$ cat config.mk
export PLATFORM = sky130hd
export DESIGN_NAME = ipr_regs
export DESIGN_NICKNAME = d
export VERILOG_FILES = /design/src/ipr_pkg.sv /design/src/ipr_regs.sv
export SDC_FILE = /design/constraint.sdc
export NUM_CORES = 1
export LEC_CHECK = 0
export BUFFER_PORTS_ARGS = -buffer_cell sky130_fd_sc_hd__buf_2
export CAP_MARGIN = 20
export CORE_ASPECT_RATIO = 1.75
export CORE_MARGIN = 2
export CORE_UTILIZATION = 50
export CTS_CLUSTER_SIZE = 14
export DETAILED_ROUTE_END_ITERATION = 12
export PLACE_DENSITY = 0.83
export SYNTH_ARGS = -nofsm -noshare
export SYNTH_HDL_FRONTEND = slang
export SYNTH_SLANG_ARGS = --single-unit
$ cat constraint.sdc
create_clock -name core_clk_in -period 3.5 [get_ports core_clk_in]
set_clock_uncertainty 0.2 [all_clocks]
set_input_delay 0.7 -clock core_clk_in [delete_from_list [all_inputs] [get_ports core_clk_in]]
set_output_delay 0.7 -clock core_clk_in [all_outputs]
set_load 0.01 [all_outputs]
$ cat src/ipr_pkg.sv
// Overview of operation
// - Field value is the priority level, 7 highest.
// - Fields are read/write and reset to 100.
// - Unimplemented bits always read as zero.
// - Register 2 holds serial1 rx, spi event/error, timer3.
// - Register 3 holds dma1, adc1, serial1 tx.
// - Register 4 holds change notify, i2c master/slave.
// - Register 5 holds capture 8/7, adc2, ext irq1.
// - Register 6 holds timer4, compare 4/3, dma2.
// - Register 7 holds serial2 tx/rx, ext irq2, timer5.
package ipr_pkg;

  // ----------------------------------------------------------------
  // Register map
  // ----------------------------------------------------------------
  localparam int        IPR_NUM_REGS   = 6;
  localparam logic [4:0] IPR_OFS_CTRL_2 = 5'h00;
  localparam logic [4:0] IPR_OFS_CTRL_3 = 5'h04;
  localparam logic [4:0] IPR_OFS_CTRL_4 = 5'h08;
  localparam logic [4:0] IPR_OFS_CTRL_5 = 5'h0c;
  localparam logic [4:0] IPR_OFS_CTRL_6 = 5'h10;
  localparam logic [4:0] IPR_OFS_CTRL_7 = 5'h14;

  // ----------------------------------------------------------------
  // Field layout
  // ----------------------------------------------------------------
  localparam logic [15:0] IPR_FIELD_RESET = 16'h4444;
  localparam logic [15:0] IPR_MASK_FULL   = 16'h7777;
  localparam logic [15:0] IPR_MASK_CTRL_3 = 16'h0777;
  localparam logic [15:0] IPR_MASK_CTRL_4 = 16'h7077;
  localparam logic [2:0]  IPR_LEVEL_OFF   = 3'h0;

  // ----------------------------------------------------------------
  // AHB-Lite encodings
  // ----------------------------------------------------------------
  localparam logic [1:0] IPR_HTRANS_NONSEQ = 2'h2;
  localparam logic [1:0] IPR_HTRANS_SEQ    = 2'h3;
  localparam logic       IPR_HRESP_OKAY    = 1'b0;

endpackage

$ cat src/ipr_regs.sv
`timescale 1ns/1ps
module ipr_regs
  import ipr_pkg::*;
(
  // Clock and reset.
  input  wire logic        core_clk_in,
  input  wire logic        rst_in,
  // AHB-Lite slave.
  input  wire logic        hsel_in,
  input  wire logic [31:0] haddr_in,
  input  wire logic [1:0]  htrans_in,
  input  wire logic        hwrite_in,
  input  wire logic [2:0]  hsize_in,
  input  wire logic [31:0] hwdata_in,
  input  wire logic        hready_in,
  output logic      [31:0] hrdata_out,
  output logic             hreadyout_out,
  output logic             hresp_out,
  // Priority levels towards arbitration, zero means disabled.
  output logic      [2:0]  serial1_rx_level_out,
  output logic      [2:0]  spi_one_event_level_out,
  output logic      [2:0]  spi_one_error_level_out,
  output logic      [2:0]  timer_three_level_out,
  output logic      [2:0]  dma_ch1_done_level_out,
  output logic      [2:0]  adc_one_done_level_out,
  output logic      [2:0]  serial1_tx_level_out,
  output logic      [2:0]  change_notify_level_out,
  output logic      [2:0]  i2c_one_master_level_out,
  output logic      [2:0]  i2c_one_slave_level_out,
  output logic      [2:0]  capture_ch8_level_out,
  output logic      [2:0]  capture_ch7_level_out,
  output logic      [2:0]  adc_two_done_level_out,
  output logic      [2:0]  ext_irq1_level_out,
  output logic      [2:0]  timer_four_level_out,
  output logic      [2:0]  compare_ch4_level_out,
  output logic      [2:0]  compare_ch3_level_out,
  output logic      [2:0]  dma_ch2_done_level_out,
  output logic      [2:0]  serial2_tx_level_out,
  output logic      [2:0]  serial2_rx_level_out,
  output logic      [2:0]  ext_irq2_level_out,
  output logic      [2:0]  timer_five_level_out,
  // Per-source enable, low when the level is zero.
  output logic      [21:0] source_enable_out
);

  // ----------------------------------------------------------------
  // Register storage
  // ----------------------------------------------------------------
  // Implemented bits per register, in register order 2 to 7.
  localparam logic [15:0] IMPL_MASK [IPR_NUM_REGS] = '{
    IPR_MASK_FULL,
    IPR_MASK_CTRL_3,
    IPR_MASK_CTRL_4,
    IPR_MASK_FULL,
    IPR_MASK_FULL,
    IPR_MASK_FULL
  };

  // ----------------------------------------------------------------
  // Source map
  // ----------------------------------------------------------------
  // Each source is listed once, in the bit order of the enable port.
  // The table names the register that holds its level and the lowest
  // bit of its field, so the enable logic is a single loop; the level
  // port slices are written out by hand rather than read from the table, and match it.
  localparam int NUM_SOURCES = 22;
  localparam int FIELD_WIDTH = 3;

  localparam int SRC_REG [NUM_SOURCES] = '{
    0, // Serial 1 receive.
    0, // SPI event.
    0, // SPI error.
    0, // Timer 3.
    1, // DMA channel 1 done.
    1, // ADC 1 done.
    1, // Serial 1 transmit.
    2, // Change notification.
    2, // I2C master events.
    2, // I2C slave events.
    3, // Capture channel 8.
    3, // Capture channel 7.
    3, // ADC 2 done.
    3, // External interrupt 1.
    4, // Timer 4.
    4, // Compare channel 4.
    4, // Compare channel 3.
    4, // DMA channel 2 done.
    5, // Serial 2 transmit.
    5, // Serial 2 receive.
    5, // External interrupt 2.
    5  // Timer 5.
  };

  localparam int SRC_POS [NUM_SOURCES] = '{
    12, // Serial 1 receive.
    8,  // SPI event.
    4,  // SPI error.
    0,  // Timer 3.
    8,  // DMA channel 1 done.
    4,  // ADC 1 done.
    0,  // Serial 1 transmit.
    12, // Change notification.
    4,  // I2C master events.
    0,  // I2C slave events.
    12, // Capture channel 8.
    8,  // Capture channel 7.
    4,  // ADC 2 done.
    0,  // External interrupt 1.
    12, // Timer 4.
    8,  // Compare channel 4.
    4,  // Compare channel 3.
    0,  // DMA channel 2 done.
    12, // Serial 2 transmit.
    8,  // Serial 2 receive.
    4,  // External interrupt 2.
    0   // Timer 5.
  };

  logic [15:0] priority_ctrl [IPR_NUM_REGS];
  logic        wr_pend;
  logic        wr_hit;
  logic [2:0]  wr_idx;
  logic [2:0]  addr_idx;
  logic        addr_hit;
  logic        take;
  logic [15:0] next_ctrl [IPR_NUM_REGS];
  logic [IPR_NUM_REGS-1:0] wr_strobe;
  logic [NUM_SOURCES-1:0]  next_enable;

  // ----------------------------------------------------------------
  // Address decode
  // ----------------------------------------------------------------
  always_comb begin
    addr_idx = 3'h0;
    addr_hit = 1'b0;
    case (haddr_in[4:0])
      IPR_OFS_CTRL_2: begin
        addr_idx = 3'h0;
        addr_hit = 1'b1;
      end
      IPR_OFS_CTRL_3: begin
        addr_idx = 3'h1;
        addr_hit = 1'b1;
      end
      IPR_OFS_CTRL_4: begin
        addr_idx = 3'h2;
        addr_hit = 1'b1;
      end
      IPR_OFS_CTRL_5: begin
        addr_idx = 3'h3;
        addr_hit = 1'b1;
      end
      IPR_OFS_CTRL_6: begin
        addr_idx = 3'h4;
        addr_hit = 1'b1;
      end
      IPR_OFS_CTRL_7: begin
        addr_idx = 3'h5;
        addr_hit = 1'b1;
      end
      default: begin
        addr_idx = 3'h0;
        addr_hit = 1'b0;
      end
    endcase
    if (haddr_in[31:5] != 27'h0) begin
      addr_hit = 1'b0;
    end
  end

  assign take = hsel_in && hready_in &&
                (htrans_in == IPR_HTRANS_NONSEQ ||
                 htrans_in == IPR_HTRANS_SEQ);

  // ----------------------------------------------------------------
  // Bus phases
  // ----------------------------------------------------------------
  // Writes are captured in the address phase and committed in the data
  // phase; every transfer completes with zero wait states.
  always_ff @(posedge core_clk_in) begin
    if (rst_in) begin
      wr_pend <= 1'b0;
      wr_hit  <= 1'b0;
      wr_idx  <= 3'h0;
    end else begin
      wr_pend <= take && hwrite_in;
      wr_hit  <= addr_hit;
      wr_idx  <= addr_idx;
    end
  end

  // Unmapped addresses read zero and drop writes, still answering OKAY.
  always_ff @(posedge core_clk_in) begin
    if (rst_in) begin
      hrdata_out <= 32'h0;
    end else if (take && !hwrite_in && addr_hit) begin
      hrdata_out <= {16'h0, priority_ctrl[addr_idx] & IMPL_MASK[addr_idx]};
    end else if (take) begin
      hrdata_out <= 32'h0;
    end
  end

  // The bank never stalls, so the master sees one-cycle data phases.
  always_ff @(posedge core_clk_in) begin
    if (rst_in) begin
      hreadyout_out <= 1'b1;
    end else begin
      hreadyout_out <= 1'b1;
    end
  end

  // No address is refused, so the answer is always OKAY.
  always_ff @(posedge core_clk_in) begin
    if (rst_in) begin
      hresp_out <= IPR_HRESP_OKAY;
    end else begin
      hresp_out <= IPR_HRESP_OKAY;
    end
  end

  // ----------------------------------------------------------------
  // Priority registers
  // ----------------------------------------------------------------
  // The next value of each register is formed once and feeds both the
  // register and the enable flops, so levels and enables move together.
  generate
    for (genvar r = 0; r < IPR_NUM_REGS; r++) begin : g_reg
      assign wr_strobe[r] = wr_pend && wr_hit && wr_idx == 3'(r);

      always_comb begin
        next_ctrl[r] = priority_ctrl[r];
        if (wr_strobe[r]) begin
          next_ctrl[r] = hwdata_in[15:0] & IMPL_MASK[r];
        end
      end

      always_ff @(posedge core_clk_in) begin
        if (rst_in) begin
          priority_ctrl[r] <= IPR_FIELD_RESET & IMPL_MASK[r];
        end else begin
          priority_ctrl[r] <= next_ctrl[r];
        end
      end
    end
  endgenerate

  // ----------------------------------------------------------------
  // Level outputs
  // ----------------------------------------------------------------
  // The register bits drive the level ports directly, so a write shows
  // at arbitration on the edge that ends its data phase.
  assign serial1_rx_level_out     = priority_ctrl[0][14:12];
  assign spi_one_event_level_out  = priority_ctrl[0][10:8];
  assign spi_one_error_level_out  = priority_ctrl[0][6:4];
  assign timer_three_level_out    = priority_ctrl[0][2:0];
  assign dma_ch1_done_level_out   = priority_ctrl[1][10:8];
  assign adc_one_done_level_out   = priority_ctrl[1][6:4];
  assign serial1_tx_level_out     = priority_ctrl[1][2:0];
  assign change_notify_level_out  = priority_ctrl[2][14:12];
  assign i2c_one_master_level_out = priority_ctrl[2][6:4];
  assign i2c_one_slave_level_out  = priority_ctrl[2][2:0];
  assign capture_ch8_level_out    = priority_ctrl[3][14:12];
  assign capture_ch7_level_out    = priority_ctrl[3][10:8];
  assign adc_two_done_level_out   = priority_ctrl[3][6:4];
  assign ext_irq1_level_out       = priority_ctrl[3][2:0];
  assign timer_four_level_out     = priority_ctrl[4][14:12];
  assign compare_ch4_level_out    = priority_ctrl[4][10:8];
  assign compare_ch3_level_out    = priority_ctrl[4][6:4];
  assign dma_ch2_done_level_out   = priority_ctrl[4][2:0];
  assign serial2_tx_level_out     = priority_ctrl[5][14:12];
  assign serial2_rx_level_out     = priority_ctrl[5][10:8];
  assign ext_irq2_level_out       = priority_ctrl[5][6:4];
  assign timer_five_level_out     = priority_ctrl[5][2:0];

  // ----------------------------------------------------------------
  // Source enables
  // ----------------------------------------------------------------
  // Levels are plain binary, so arbitration compares them as numbers;
  // only level zero needs a flag of its own. The enables are taken
  // from the next register values so the flops agree with the level
  // ports on every cycle, reset included.
  generate
    for (genvar s = 0; s < NUM_SOURCES; s++) begin : g_en
      assign next_enable[s] =
        next_ctrl[SRC_REG[s]][SRC_POS[s] +: FIELD_WIDTH]
          != IPR_LEVEL_OFF;
    end
  endgenerate

  always_ff @(posedge core_clk_in) begin
    if (rst_in) begin
      for (int s = 0; s < NUM_SOURCES; s++) begin
        source_enable_out[s] <=
          IPR_FIELD_RESET[SRC_POS[s] +: FIELD_WIDTH] != IPR_LEVEL_OFF;
      end
    end else begin
      source_enable_out <= next_enable;
    end
  end

endmodule

Word level (Yosys, flattened, before mapping) --
Memories as Yosys holds them, arrays and structs flattened. Index checks and enable logic that the tools add are counted.
Cells by class: $lt $le $gt $ge 1, equality and inequality tests 12, muxes and demuxes 22, bitwise logic cells 8, reductions and logical operators 41
Operators by type and width (count):
- $mux W16 | 16
- $reduce_bool A3 Y1 | 22
- $reduce_bool A27 Y1 | 1
- $and A16 B16 Y16 | 1
- $pmux W3 S5 | 1
- $logic_and A1 B1 Y1 | 12
- $eq A5 B4 Y1 const B | 2
- $eq A5 B5 Y1 const B | 2
- $eq A3 B2 Y1 const B | 2
- $eq A3 B3 Y1 const B | 2
- $or A1 B1 Y1 | 6
- $reduce_or A6 Y1 | 1
- $eq A5 B3 Y1 const B | 1
- $logic_not A5 Y1 | 1
- $mux W1 | 5
- $eq A2 B2 Y1 const B | 2
- $ge A4 B4 Y1 const B | 1
- $not A3 Y4 | 1
- $eq A3 B1 Y1 const B | 1
- $logic_not A3 Y1 | 1
- $reduce_bool A2 Y1 | 1
- $logic_not A1 Y1 | 1
- $logic_or A1 B1 Y1 | 1
Storage, ports and cells: register bits after elaboration 43, memory bits (writable) 96, bits in read-only memories 128, output and inout port bits 122, logic and storage cells 91, memories 2
Memories:
- (no name shown) | depth 8, bits a word 16, rd ports 1, clocked after memory_dff 0, write ports 0, line ipr_regs.sv:197 | hrdata_out <= {16'h0, priority_ctrl[addr_idx] & IMPL_MASK[addr_idx]};
- priority_ctrl | depth 6, bits a word 16, rd ports 7, clocked after memory_dff 0, write ports 6, line ipr_regs.sv:119 | logic [15:0] priority_ctrl [IPR_NUM_REGS];

Depth between registers and ports, before layout --
word-level depth 8, gate-level depth with buffers 7

Least setup slack after synthesis --
No wires, ideal clock.
path kind input to register, start input port haddr_in[4], end register hrdata_out[12], library setup time 0.069 ns, arrival 2.175 ns, setup slack 1.056 ns, stages 7, path buffers 2, cell sequence buf_4 -> a211oi_4 -> nand3_2 -> or4_1 -> buf_2 -> a21o_1 -> o21ai_1
Between the ends: word-level cells in the longest chain between the ends 8
Ends and longest elaborated chain:
- from (decl) | line ipr_regs.sv:10 | input wire logic [31:0] haddr_in,
- $eq A5 B5 Y1, or another cell as far along | line ipr_regs.sv:136 | case (haddr_in[4:0])
- $pmux W3 S5 | line ipr_regs.sv:136
- $not A3 Y4 (not written as such) | line ipr_regs.sv:197
- $mem_v2 Z8 W16
- $mux W16 (not written as such) (2 in series) | line ipr_regs.sv:197
- $and A16 B16 Y16 | line ipr_regs.sv:197
- $mux W16 | line ipr_regs.sv:196 | end else if (take && !hwrite_in && addr_hit) begin
- to (signal assigned) | line ipr_regs.sv:197
- to (decl) | line ipr_regs.sv:16 | output logic [31:0] hrdata_out,
Several ways; a longest one is shown, not always the timed one. The select of a mux whose other input is x is not followed. A chain may end at the register's enable or synchronous reset.

Worst setup path after layout --
start input port haddr_in[4], end register hrdata_out[5]
The elaborated chain is that of the path after synthesis.

==> results.txt <==
Leaving out fill and tap cells, the most frequent cells in the layout are buf_2, dfxtp_1, nand2_1, a21oi_1, nor2_1. Once placement finished, the instance area stood at around 5400 sq um. STA classifies the critical path startpoint as an input port. The total negative slack for setup checks came out at 0 ps. The number of nets still failing antenna checks after routing is 0.

The wire length per cell came out at between 15 and 20 microns. The hold-critical path depth came out at 2. For this block, the routed nets add up to around 15 mm of wire. The multi-input logic area came out at about 2300 sq um.

The beginning of the worst hold path is hrdata_out[14]. The synthesized instance count is 557. The analysis attributes to cell leakage a power of ~2.5 nW. The clock tree from TritonCTS is built.

The fraction of layout instances using a drive strength above 1 is 28.6%. Leaving out fill and tap cells, the most frequent cell in the layout is buf_2. The vias per cell is ~6.

Setup violations remaining at the end of the flow were counted as 0. The pin slew with the least headroom to its limit is 1050 ps. The number of top-level design ports came out at 196. The worst setup path is captured at a flip-flop.

The setup check on the worst reg-to-reg path leaves a slack of 1040 ps. Setup repair after global routing left no endpoint under its margin. The width of the chip came out at about 77 microns. The synthesized design contains about 110 register bits.

The clock reaches the later pin of the worst-skew pair after between 300 and 400 ps. Measured on the finished design, the core utilization comes to between 60% and 70%. The required time reported for the critical path endpoint came out at 3540 ps. The count of fill cells added during filler insertion came out at 798. The standard-cell row count is 46.

The number of global-route vias before repair is 4478. The number of iterations in the first detailed-routing pass came out at 6. The number of H-tree branching levels came out at 3. The final critical path time including I/O delays and setup is 2460 ps. The final hold violation count is 0. The deepest clock path buffer count came out at 2. The final estimated routing congestion in global placement came out at between 0.8 and 0.9.

The startpoint identified for the worst register-to-register timing path is wr_idx[2]. The async set-reset flop share out of synthesis is 0%. The highest fanout seen on the critical path came out at 13. The relative area change from synthesis to final layout is 23.1%. The highest cell delay on the worst timing path came out at around 470 ps. The end of the worst register-to-register path is source_enable_out[10].

The count of hold buffers inserted by post-cts repair came out at 0. The highest-delay cell along the critical path is nand2_1. The HPWL after detailed placement is between 10 and 15 mm. The cell count of the worst reg-to-reg path came out at 4. The total of warnings raised by yosys came out at 0. In the final layout, flip-flops and latches occupy 2100 sq um. The number of buffers added on ports came out at around 150. Walking the worst path, the cells encountered are buf_2 -> a211oi_4 -> nand2_1 -> a211oi_1 -> a21oi_1 -> a22o_1. The path class of the tightest hold or removal check is flip-flop to flip-flop.

The wire length of the first global-routing pass came out at approximately 23 mm. The critical path data arrival time is ~2500 ps. In the synthesized netlist the dominant register cell turns out to be dfxtp_1.

The sequential-to-total area share from yosys stat came out at approximately 45%. The number of remaining DRC errors came out at 0. The combined area of all synthesized cells came out at 4670 sq um. The number of vias in the routed layout is ~4800. The flow ran to the end, and the final reports show no timing, DRC or antenna violations. The total CTS buffers is 9. The worst setup path is of the input port to flip-flop kind. The largest net degree at the start of global routing is 72. The netlist uses 45 different library cells. The final layout contains between 700 and 800 nets. The worst hold slack after final layout came out at approximately 280 ps. The clock sink count came out at roughly 110.

The post-route cell area is between 5000 and 6000 sq um. The max-slew violation count is 0. The design draws roughly 2.5 mW.

The register clock-pin slew on the reported worst setup and hold paths came out at 70 ps. The end point of the most critical hold path is hrdata_out[14]. The detailed router's first-iteration violation count is between 400 and 500.

The die outline area is roughly 10000 sq um. The area of the placeable core came out at about 9100 sq um. After synthesis, the mean cell area works out to about 8.4 sq um. The achievable frequency is 406 MHz. Summed over all layers, the global routing overflow is 0. The die is 132 microns tall. For this run, the total global-route usage over all layers was measured as between 20% and 30%. Across the VDD grid, the largest voltage drop is around 0.00030 V. The cell at the root of the clock tree is clkbuf_16.

The tightest slew margin relative to the limit is 29.7%. The number of antenna violations at the first check in global routing came out at 1. The number of maximum-capacitance constraint violations is 0. The post-cts repair resize count is 0. The total power per unit cell area is between 400 and 500 nW/um^2. The portion of the clock cycle consumed by the worst path in the final layout is between 70% and 80%.

The number of synthesized flops with an enable pin is 0. After clock tree synthesis, the setup repair step added 0 buffers. For this configuration, the core starts out at a cell density of between 50% and 60%.
[state kept, by name (all words and copies together) (netlist names)]
register,flops
wr_hit,1
wr_pend,1
hrdata_out,12
wr_idx,3
source_enable_out,22
priority_ctrl,66
[synth_stat cells (all sizes together), types with 10 or more instances]
master	instances	area (sq um)
nor2	38	143
a31oi	13	81.3
clkbuf	30	115
nor3	34	175
a211o	16	140
mux2i	23	230
dfxtp	105	2100
a21oi	54	270
nand3b	10	75.1
nand2	98	368
buf	32	214
or2	16	100
[area by class of cell]
| type | count | share of cell area (%) |
|---|---|---|
| clock buffers | 10 | 3.99 |
| diodes | 1 | 0.0436 |
| flip-flops and latches | 105 | 36.6 |
| repair buffers | 159 | 14.3 |
| inverters | 4 | 0.261 |
| clock inverters | 6 | 2.27 |
| well taps | 120 | 2.61 |
| multi-input cells | 406 | 39.9 |
[critical path: cells and delay by family]
family                 cells  cell delay [ps]
AO/OA/AOI/OAI              4             1160
buffers and inverters      1              160
AND/OR/NAND/NOR            1              470
[worst max-delay path by stage]
stage,start,to,slack (ps),cells after the start
2_1_floorplan,haddr_in[4],hrdata_out[12],1060,7
5_1_grt,haddr_in[4],hrdata_out[4],960,6
3_3_place_gp,haddr_in[4],hrdata_out[9],770,6
4_1_cts,haddr_in[4],hrdata_out[12],1080,6
6_report,haddr_in[4],hrdata_out[5],1040,6
3_5_place_dp,haddr_in[4],hrdata_out[13],720,6
[cell families after synthesis]
kind of cell,share of synthesized area (%)
simple gates,24.9
buf+inv,7.37
compound gates,16.9
mux,5.66
flops,45.1
other cells,0.161
[report_power, final]
part / total [mW] / switching [mW] / internal [mW]
clock: 1.20 / 0.434 / 0.769
sequential: 1.20 / 0.00150 / 1.19
combinational: 0.130 / 0.0908 / 0.0391
total: 2.53 / 0.527 / 2.00
[per-layer routing]
metal / vias up / part of all wire, % / track usage, %
met5: - / 0 / 0
met1: 2197 / 34 / 29.8
met4: 0 / 7.1 / 19.3
met2: 337 / 50 / 51.5
li1: 2148 / - / -
met3: 79 / 8.8 / 6.99
[per-stage QoR]
stage	setup slack (ps)	cells
2_1_floorplan	1060	577
3_3_place_gp	774	794
3_5_place_dp	724	794
4_1_cts	1080	810
5_1_grt	958	811
6_report	1040	811
Power figures use the tool's default switching activity.
